==> src/pgd_pkg.sv <==
package pgd_pkg;

    // ----------------------------------------------------------------
    // Configuration word layout
    // ----------------------------------------------------------------
    localparam logic [7:0] PGD_CFG_OFFSET = 8'he3;
    localparam int PGD_ASSERT_MSB = 15;
    localparam int PGD_ASSERT_LSB = 12;
    localparam int PGD_RELEASE_MSB = 11;
    localparam int PGD_RELEASE_LSB = 8;
    localparam int PGD_MASK_OVF = 7;
    localparam int PGD_MASK_OVW = 6;
    localparam int PGD_MASK_UVF = 5;
    localparam int PGD_MASK_UVW = 4;
    localparam int PGD_MASK_OCW = 3;
    localparam int PGD_MASK_OCF = 2;
    localparam int PGD_MASK_INOVW = 1;
    localparam int PGD_MASK_INOVF = 0;
    localparam logic [15:0] PGD_CFG_RESET = 16'h0000;

    // ----------------------------------------------------------------
    // Timing
    // ----------------------------------------------------------------
    localparam int PGD_CNT_W = 17;
    localparam logic [16:0] PGD_CNT_ZERO = 17'h00000;

    // ----------------------------------------------------------------
    // Types
    // ----------------------------------------------------------------
    typedef struct packed {
        logic out_overvolt_fault;
        logic out_overvolt_warn;
        logic out_undervolt_fault;
        logic out_undervolt_warn;
        logic out_overcurrent_warn;
        logic out_overcurrent_fault;
        logic in_overvolt_warn;
        logic in_overvolt_fault;
    } pgd_event_type;

    typedef struct packed {
        logic conv_enabled;
        logic ton_delay;
        logic ton_rise;
        logic toff_fall;
        logic fault_shutdown;
    } pgd_phase_type;

    typedef enum logic [1:0] {
        PGD_LOW,
        PGD_HIGH
    } pgd_state_type;

    // Clocks in a delay code: zero gives 1, N gives 2^N + 1.
    function automatic logic [16:0] pgd_delay_clocks(input logic [3:0] code);
        logic [16:0] v;
        v = 17'h00001;
        if (code != 4'h0) begin
            v = (17'h00001 << code) + 17'h00001;
        end
        return v;
    endfunction

endpackage

==> src/pgd_power_good.sv <==
// Notes on behaviour
// - Unmasked event pulls output low after delay.
// - Output released after release delay when clear.
// - Bits 7,6 mask output overvoltage fault, warning.
// - Bits 5,4 mask output undervoltage fault, warning.
// - Bits 3,2 mask overcurrent warning, fault.
// - Bits 1,0 mask input overvoltage warning, fault.
// - Low when disabled, ramping, or fault shutdown.
// - Fall ramp or shutdown bypasses assert delay.
// - Only faults, not warnings, are ignored when response continues.
// - Assert and release timers run independently.
// - Events shorter than the assert delay are hidden.
// - Host writes accepted only while conversion disabled; NVM load always writes.
`timescale 1ns/10ps
`default_nettype none
module pgd_power_good
    import pgd_pkg::*;
(
    input wire logic I_CLK,
    input wire logic I_SYS_RST,
    input wire logic i_pwm_tick,
    input wire pgd_event_type i_event,
    input wire pgd_event_type i_continue,
    input wire pgd_phase_type i_phase,
    input wire logic i_nvm_load,
    input wire logic [15:0] i_nvm_data,
    input wire logic i_cfg_wr,
    input wire logic [7:0] i_cfg_cmd,
    input wire logic [15:0] i_cfg_wdata,
    output logic [15:0] O_CFG_RDATA,
    output logic O_CFG_WR_REJECT,
    output logic O_POWER_OK
);

    // ----------------------------------------------------------------
    // Configuration word
    // ----------------------------------------------------------------
    logic [15:0] cfg_q;
    logic [15:0] cfg_d;
    logic reject_d;
    logic reject_q;

    always_comb begin
        cfg_d = cfg_q;
        reject_d = 1'b0;
        if (i_nvm_load) begin
            cfg_d = i_nvm_data;
        end else if (i_cfg_wr && i_cfg_cmd == PGD_CFG_OFFSET) begin
            // Writes while converting are dropped and flagged so the host sees it.
            if (i_phase.conv_enabled) begin
                reject_d = 1'b1;
            end else begin
                cfg_d = i_cfg_wdata;
            end
        end
    end

    always_ff @(posedge I_CLK or posedge I_SYS_RST) begin
        if (I_SYS_RST) begin
            cfg_q <= PGD_CFG_RESET;
            reject_q <= 1'b0;
        end else begin
            cfg_q <= cfg_d;
            reject_q <= reject_d;
        end
    end

    // ----------------------------------------------------------------
    // Event qualification
    // ----------------------------------------------------------------
    logic [3:0] assert_delay_code;
    logic [3:0] release_delay_code;
    logic mask_out_overvolt_fault;
    logic mask_out_overvolt_warn;
    logic mask_out_undervolt_fault;
    logic mask_out_undervolt_warn;
    logic mask_out_overcurrent_warn;
    logic mask_out_overcurrent_fault;
    logic mask_in_overvolt_warn;
    logic mask_in_overvolt_fault;
    pgd_event_type live;
    logic unmasked;
    logic forced_low;
    logic bypass;

    assign assert_delay_code = cfg_q[PGD_ASSERT_MSB:PGD_ASSERT_LSB];
    assign release_delay_code = cfg_q[PGD_RELEASE_MSB:PGD_RELEASE_LSB];
    assign mask_out_overvolt_fault = cfg_q[PGD_MASK_OVF];
    assign mask_out_overvolt_warn = cfg_q[PGD_MASK_OVW];
    assign mask_out_undervolt_fault = cfg_q[PGD_MASK_UVF];
    assign mask_out_undervolt_warn = cfg_q[PGD_MASK_UVW];
    assign mask_out_overcurrent_warn = cfg_q[PGD_MASK_OCW];
    assign mask_out_overcurrent_fault = cfg_q[PGD_MASK_OCF];
    assign mask_in_overvolt_warn = cfg_q[PGD_MASK_INOVW];
    assign mask_in_overvolt_fault = cfg_q[PGD_MASK_INOVF];

    always_comb begin
        // Warnings have no response setting; only faults may be told to ride through.
        live = i_event;
        live.out_overvolt_fault = i_event.out_overvolt_fault & ~i_continue.out_overvolt_fault;
        live.out_undervolt_fault = i_event.out_undervolt_fault & ~i_continue.out_undervolt_fault;
        live.out_overcurrent_fault = i_event.out_overcurrent_fault & ~i_continue.out_overcurrent_fault;
        live.in_overvolt_fault = i_event.in_overvolt_fault & ~i_continue.in_overvolt_fault;
        unmasked = (live.out_overvolt_fault & ~mask_out_overvolt_fault)
            | (live.out_overvolt_warn & ~mask_out_overvolt_warn)
            | (live.out_undervolt_fault & ~mask_out_undervolt_fault)
            | (live.out_undervolt_warn & ~mask_out_undervolt_warn)
            | (live.out_overcurrent_warn & ~mask_out_overcurrent_warn)
            | (live.out_overcurrent_fault & ~mask_out_overcurrent_fault)
            | (live.in_overvolt_warn & ~mask_in_overvolt_warn)
            | (live.in_overvolt_fault & ~mask_in_overvolt_fault);
        forced_low = ~i_phase.conv_enabled | i_phase.ton_delay | i_phase.ton_rise
            | i_phase.toff_fall | i_phase.fault_shutdown;
        bypass = i_phase.toff_fall | i_phase.fault_shutdown;
    end

    // ----------------------------------------------------------------
    // Delay timers
    // ----------------------------------------------------------------
    logic assert_done;
    logic release_done;
    pgd_state_type state_q;
    pgd_state_type state_d;
    logic power_ok_d;
    logic power_ok_q;

    // Each timer watches only its own condition, so a short event never reaches
    // the assert count while the release side stays idle.
    pgd_timer u_assert_timer (
        .i_clk(I_CLK),
        .i_rst(I_SYS_RST),
        .i_pwm_tick(i_pwm_tick),
        .i_arm(state_q == PGD_HIGH && unmasked),
        .i_code(assert_delay_code),
        .o_done(assert_done)
    );

    pgd_timer u_release_timer (
        .i_clk(I_CLK),
        .i_rst(I_SYS_RST),
        .i_pwm_tick(i_pwm_tick),
        .i_arm(state_q == PGD_LOW && !unmasked && !forced_low),
        .i_code(release_delay_code),
        .o_done(release_done)
    );

    // ----------------------------------------------------------------
    // Output state
    // ----------------------------------------------------------------
    always_comb begin
        state_d = state_q;
        unique case (state_q)
            PGD_HIGH: begin
                if (forced_low || (bypass && unmasked) || assert_done) begin
                    state_d = PGD_LOW;
                end
            end
            PGD_LOW: begin
                // A phase or event that arrives on the done cycle must win, or the output would blip high.
                if (release_done && !forced_low && !unmasked) begin
                    state_d = PGD_HIGH;
                end
            end
            default: begin
                state_d = PGD_LOW;
            end
        endcase
        power_ok_d = (state_d == PGD_HIGH);
    end

    always_ff @(posedge I_CLK or posedge I_SYS_RST) begin
        if (I_SYS_RST) begin
            state_q <= PGD_LOW;
            power_ok_q <= 1'b0;
        end else begin
            state_q <= state_d;
            power_ok_q <= power_ok_d;
        end
    end

    // Read data is registered so the bus sees a stable word for a whole cycle.
    logic [15:0] rdata_q;
    always_ff @(posedge I_CLK or posedge I_SYS_RST) begin
        if (I_SYS_RST) begin
            rdata_q <= PGD_CFG_RESET;
        end else begin
            rdata_q <= cfg_q;
        end
    end

    assign O_CFG_RDATA = rdata_q;
    assign O_CFG_WR_REJECT = reject_q;
    assign O_POWER_OK = power_ok_q;
endmodule
`default_nettype wire

==> src/pgd_timer.sv <==
`timescale 1ns/10ps
`default_nettype none
module pgd_timer
    import pgd_pkg::*;
(
    input wire logic i_clk,
    input wire logic i_rst,
    input wire logic i_pwm_tick,
    input wire logic i_arm,
    input wire logic [3:0] i_code,
    output logic o_done
);
    logic [16:0] cnt_q;
    logic [16:0] cnt_d;
    logic done_d;
    logic done_q;

    // Counts PWM clocks while armed; disarming clears it so each arming times afresh.
    always_comb begin
        cnt_d = cnt_q;
        done_d = done_q;
        if (!i_arm) begin
            cnt_d = PGD_CNT_ZERO;
            done_d = 1'b0;
        end else if (i_pwm_tick && !done_q) begin
            cnt_d = cnt_q + 17'h00001;
            done_d = (cnt_q + 17'h00001) >= pgd_delay_clocks(i_code);
        end
    end

    always_ff @(posedge i_clk or posedge i_rst) begin
        if (i_rst) begin
            cnt_q <= PGD_CNT_ZERO;
            done_q <= 1'b0;
        end else begin
            cnt_q <= cnt_d;
            done_q <= done_d;
        end
    end

    assign o_done = done_q;
endmodule
`default_nettype wire

==> config.mk <==
export PLATFORM = sky130hd
export DESIGN_NAME = pgd_power_good
export DESIGN_NICKNAME = d
export VERILOG_FILES = /design/src/pgd_pkg.sv /design/src/pgd_power_good.sv /design/src/pgd_timer.sv
export SDC_FILE = /design/constraint.sdc
export NUM_CORES = 1
export LEC_CHECK = 0
export CORE_MARGIN = 5
export CORE_UTILIZATION = 30
export CTS_CLUSTER_DIAMETER = 120
export DETAILED_ROUTE_END_ITERATION = 16
export DONT_BUFFER_PORTS = 1
export PLACE_DENSITY = 0.49
export SYNTH_ARGS = -nofsm -noshare
export SYNTH_HDL_FRONTEND = slang
export SYNTH_HIERARCHICAL = 1
export SYNTH_SLANG_ARGS = --single-unit
export TNS_END_PERCENT = 5
==> constraint.sdc <==
create_clock -name I_CLK -period 2.7 [get_ports I_CLK]
set_clock_uncertainty 0.15 [all_clocks]
set_input_delay 0 -clock I_CLK [delete_from_list [all_inputs] [get_ports I_CLK]]
set_output_delay 0 -clock I_CLK [all_outputs]
set_load 0.01 [all_outputs]
# == After elaboration in Yosys (flattened, before gate mapping) ==
# Index checks and enable logic that the tools add are counted.
# W data, S select, Z words.
# totals
ff_bits,72
wordCells,103
inputBits,66
output_inout_bits,18
# op_classes
n_bitwise,37
shifts,2
add_sub_neg,4
muxes,23
n_eq_ne,6
magnitude_cmp,2
n_reduce_logical,20
# op_table
operator,count
$mux W17,10
$add A17 B1 Y17 const B,4
$mux W16,3
$ge A17 B17 Y1,2
$shl A1 B4 Y17 const A,2
$not A1 Y1,13
$and A1 B1 Y1,12
$or A1 B1 Y1,12
$logic_and A1 B1 Y1,9
$eq A8 B8 Y1 const B,1
$reduce_bool A4 Y1,2
$mux W1,7
$eq A2 B1 Y1 const B,2
$logic_not A1 Y1,4
$mux W2,2
$ne A2 B2 Y1 const B,2
$pmux W2 S2,1
$logic_not A2 Y1,1
$logic_or A1 B1 Y1,2
$ne A2 B1 Y1 const B,1
$reduce_and A2 Y1,1
$reduce_bool A2 Y1,1

# == Logic depth before layout (Yosys ltp) ==
# depth
depth_word,17
mapped_depth,11
mapped_depth_nobuf,10

# == By module ==
# Netlist, hierarchy kept.
# modules_own_cells
mod,instances,area_per_inst_um2,seq_area_each_um2,cells_per_inst
pgd_timer,2,1686.6,450.4,198
pgd_power_good,1,1510.2,900.9,122

# == Least setup slack after synthesis ==
# OpenSTA, ideal clock, no wires.
# synth_timing
path_type,register to register
from,reg cfg_q[12]
to,"reg u_assert_timer.done_q, in the netlist u_assert_timer/o_done"
arrival_time_ns,2.093
setup_slack_ns,0.327
path_stages_with_launch,12
setup_time_ns,0.131
synth_period_minus_slack_ns,2.373
cell_sequence,dfrtp_1 > clkbuf_1 > nor2b_1 > and2_1 > ha_1 > nor2b_1 > mux2i_1 > ha_1 > a211oi_1 > o22ai_1 > o211ai_1 > o21ai_0
# synth_between
elab_chain_cells,8
word_cells_on_any_way,9
cone_classes,add/sub: 1; order compare: 1; shift: 1; mux: 5; reduce/logical: 1
# synth_lines
item,line,source
from (decl),pgd_power_good.sv:38,logic [15:0] cfg_q;
from (signal assigned),pgd_power_good.sv:63,cfg_q <= cfg_d;
$shl A1 B4 Y17,pgd_pkg.sv:59,v = (17'h00001 << code) + 17'h00001;
$add A17 B1 Y17,pgd_pkg.sv:59,
$mux W17 *,pgd_pkg.sv:58,if (code != 4'h0) begin
$mux W17 *,pgd_timer.sv:25,end else if (i_pwm_tick && !done_q) begin
$mux W17 *,pgd_timer.sv:22,if (!i_arm) begin
$ge A17 B17 Y1 *,pgd_timer.sv:27,done_d = (cnt_q + 17'h00001) >= pgd_delay_clocks(i_code);
$mux W1 *,pgd_timer.sv:25,
$mux W1 *,pgd_timer.sv:22,
to (signal assigned),pgd_timer.sv:37,done_q <= done_d;
to (decl),pgd_timer.sv:16,logic done_q;
# Mark *: on every way between the ends. The rest lies on a longest branch, timed or not. The select of a mux whose other input is x is not followed.
# A chain may end at the register's enable or synchronous reset.

# == Final worst setup path ==
# layout_timing
from,reg u_release_timer.cnt_q[0]
to,"reg u_release_timer.done_q, in the netlist u_release_timer/o_done"
# layout_between
elab_chain_cells,4
# layout_lines
item,line,source
from (decl),pgd_timer.sv:13,logic [16:0] cnt_q;
from (signal assigned),pgd_timer.sv:36,cnt_q <= cnt_d;
$add A17 B1 Y17,pgd_timer.sv:27,
$ge A17 B17 Y1,pgd_timer.sv:27,
$mux W1,pgd_timer.sv:25,
$mux W1,pgd_timer.sv:22,
to (signal assigned),pgd_timer.sv:37,
to (decl),pgd_timer.sv:16,
# No other way between the ends. The select of a mux whose other input is x is not followed.

==> results.py <==
metrics = {
    "outcome": {
        "outcome": "finished, final reports clean",
    },
    "synth": {
        "synth-edff-count": 0,
        "synth_xor_area_share_pct": 8.609,
        "ys_types": 46,
        "yosys_warnings": 6,
        "synth_top_area_cell": "dfrtp_1",
        "synth-seq-area-share_pct": 36.89,
        "synth_ff_type": "dfrtp_1",
        "synthMuxAreaShare_pct": 0.4099,
        "synth_top_area_share_pct": 36.89,
        "yosys.area_share.simple_pct": 26.85,
        "syn_area_sq_um": 4883,
        "synthTopCellsByArea": "dfrtp_1 (37%), ha_1 (9.7%), xnor2_1 (5.4%)",
        "syn_avg_cell_area_sq_um": 9.427,
        "synth_compound_area_share_pct": 12.79,
        "synth.most_common_cell": "dfrtp_1",
        "synth_fa_ha_area_share_pct": 9.736,
        "postSynthRegisterBits": 72,
        "async_reset_ff_share_pct": 100.0,
        "ys_top_cells_by_count": "dfrtp_1 (72), ha_1 (38), nand2_1 (38)",
        "synth_top_family_by_area": "simple AND/OR/NAND/NOR gates",
        "syn-instance-count": 518,
    },
    "timing": {
        "setup_viol": 0,
        "hold_ws_ns": 0.01129,
        "grt_setup_unrepaired": "false",
        "hold_viol_final": 0,
        "timing.fmax_mhz": 391.8,
        "fin_crit_ns": 2.552,
        "slew_violations": 0,
        "post-route-period-util_pct": 94.54,
        "setup-tns-final_ns": 0,
        "fin_ws_ns": 0.1475,
        "tightest_slew_ns": 0.7115,
        "slew_headroom_pct": 52.51,
    },
    "die": {
        "rows": 46,
        "pin_count": 84,
        "die_height_um": 137.6,
        "initial_core_util_pct": 30.63,
        "die_w_um": 137.6,
        "die_area_sq_um": 18930,
        "fp.coreArea_sq_um": 15940,
    },
    "cts": {
        "numClockSinks": 72,
        "cts_tree": "built",
        "root_buffer": "clkbuf_16",
        "h-tree-depth": 3,
        "numCtsBuffers": 9,
        "clk_pin_slew_ns": 0.06,
        "clk_latency_ns": 0.34,
        "cts_buffer_depth": 2,
    },
    "detailed_routing": {
        "ant_nets": 0,
        "vias": 3903,
        "vias_per_cell": 5.017,
        "drtIter0Drc": 218,
        "drt-wirelength-per-cell_um": 14.84,
        "dr.pass1.iters": 4,
        "drc": 0,
        "routed_wirelength_mm": 11.55,
    },
    "setup_path": {
        "cp_top_family": "compound AO/OA/AOI/OAI gates",
        "critical_path_class": "reg -> reg",
        "cp.required_ns": 2.76,
        "path_common_cell": "ha_1",
        "cp_num_buf_inv": 0,
        "crit_path_top_delay_cell": "dfrtp_1",
        "cp_cell_sequence": "ha_1, and3_2, nand3_1, xnor2_1, ha_1, a211oi_2, o22ai_1, o211ai_1, o21ai_0",
        "cp_max_fo": 8,
        "critPathLaunchType": "flop",
        "max_stage_delay_ns": 0.43,
        "reg2reg_slack_ns": 0.15,
        "end_kind": "flop",
        "arrival_ns": 2.61,
    },
    "final_layout": {
        "final-seq-area_sq_um": 1804,
        "antenna_cells": 0,
        "stdcell_area_sq_um": 5821,
        "multi_input_comb_area_sq_um": 2889,
        "syn_to_final_growth_pct": 19.19,
        "nets": 662,
        "n_fill_cell": 1602,
        "drive_gt1_share_pct": 8.363,
    },
    "hold_path": {
        "worst_hold_path_type": "in -> reg",
    },
    "global_route": {
        "grt.total_usage_pct": 12.56,
        "grt_pass1_vias": 3883,
        "overflow": 0,
        "grt_antenna_before_repair": 0,
        "grt_max_degree": 49,
        "grt_pass1_wl_mm": 18.98,
    },
    "power": {
        "p_int_mw": 1.938,
        "total_power_mw": 2.570,
        "combPwrFrac_pct": 11.3,
        "seq_power_share_pct": 45.7,
        "peakVddDrop_mv": 0.2704,
        "power.leakage_nw": 2.412,
        "power.share.clock_pct": 43.0,
        "swShare_pct": 24.60,
        "p_per_area_nw_per_um2": 441.6,
        "switchingPower_mw": 0.6322,
    },
    "placement": {
        "portBuffers": 0,
        "hpwl_mm": 8.530,
        "gp_congestion": 0.7884,
        "place_ws_ns": 0.07058,
        "placed_cell_area_sq_um": 5085,
    },
    "job": {
        "drv_cap": 0,
    },
}
## worst reg2reg max path, cell delays in order, from the launching register on
cell      delay, ns
dfrtp_1        0.43
ha_1           0.23
and3_2         0.29
nand3_1        0.11
xnor2_1        0.24
ha_1           0.30
a211oi_2       0.27
o22ai_1        0.13
o211ai_1       0.18
o21ai_0        0.10
## sequential cells by signal, summed over array words and instances (netlist names)
register / flops
O_CFG_RDATA: 16
O_CFG_WR_REJECT: 1
O_POWER_OK: 1
cfg_q: 16
state_q: 2
u_assert_timer/cnt_q: 17
u_assert_timer/o_done: 1
u_release_timer/cnt_q: 17
u_release_timer/o_done: 1
## final cells by class
type / count / share of cell area, %
Multi-Input combinational cell: 410 / 49.63
Sequential cell: 72 / 31.00
Timing Repair Buffer: 59 / 9.630
Tap cell: 216 / 4.643
Clock buffer: 12 / 4.407
Inverter: 6 / 0.3869
Clock inverter: 3 / 0.3009
## power groups by stage
stage	clock, mW	combinational [mW]	sequential [mW]
floorplan	0	0.183	1.17
global placement	0	0.215	1.19
detailed placement	0	0.221	1.19
CTS	1.14	0.293	1.17
global route	1.18	0.328	1.18
finish	1.10	0.291	1.17
## metal layers
layer  vias to the layer above  share of wire (%)  GRT usage (%)
li1                       1942                  -              -
met1                      1854                 48          16.80
met2                        94                 45          19.60
met3                        13                5.5          2.995
met4                         0                1.7          4.878
met5                         -                  0              0
## metrics by stage
stage / instances / util, %
after detailed placement: 720 / 31.89
final: 778 / 36.51
after global routing: 778 / 36.51
after global placement: 720 / 31.89
after CTS: 778 / 36.38
after floorplan: 520 / -
## path summary, 6_finish.rpt
check | depth (start not counted) | end | startpoint
setup / recovery | 9 | u_release_timer/o_done | u_release_timer/cnt_q[0]
hold / removal | 5 | u_release_timer/o_done | i_phase[2]
setup reg to reg | 9 | u_release_timer/o_done | u_release_timer/cnt_q[0]
hold reg to reg | 0 | O_CFG_RDATA[1] | cfg_q[1]
max in group asynchronous | 2 | u_assert_timer/cnt_q[5] | I_SYS_RST
min in group asynchronous | 3 | O_POWER_OK | I_SYS_RST
## cells in the final DEF, fill, tap and decap left out, types with 3 or more instances in the layout
master	n
or4_1	6
a221o_1	16
xnor2_1	30
a21boi_0	4
nor3_1	11
nand4_1	18
nor3b_1	15
nor4_1	5
and3_1	4
a21oi_1	10
nand3_2	3
dfrtp_1	70
xor2_1	18
nor2b_1	36
nand2b_1	11
o21ai_0	18
a211oi_1	5
ha_1	38
o31ai_1	12
clkbuf_16	9
conb_1	5
nand2_1	38
inv_1	5
and2_1	18
o211ai_1	8
dlygate4sd3_1	42
nand3_1	28
buf_4	16
nor2_1	21
a21boi_1	6
## repair_timing
action / CTS / global route
buffers inserted: 0 / 0
endpoints found under the hold margin: 99 / 0
hold buffers: 43 / 0
resized for setup: 0 / 6
setup endpoints to repair: 0 / 2
## logic make-up after synthesis
kind of cell,count (synthesis)
and+or+nand+nor,230
adders and majority gates,38
DFF,72
buffers and inverters,38
AOI/OAI and AO/OA,87
muxes,2
other,3
xor gates and xnor gates,48
No activity file was read; power rests on OpenSTA's default activity.
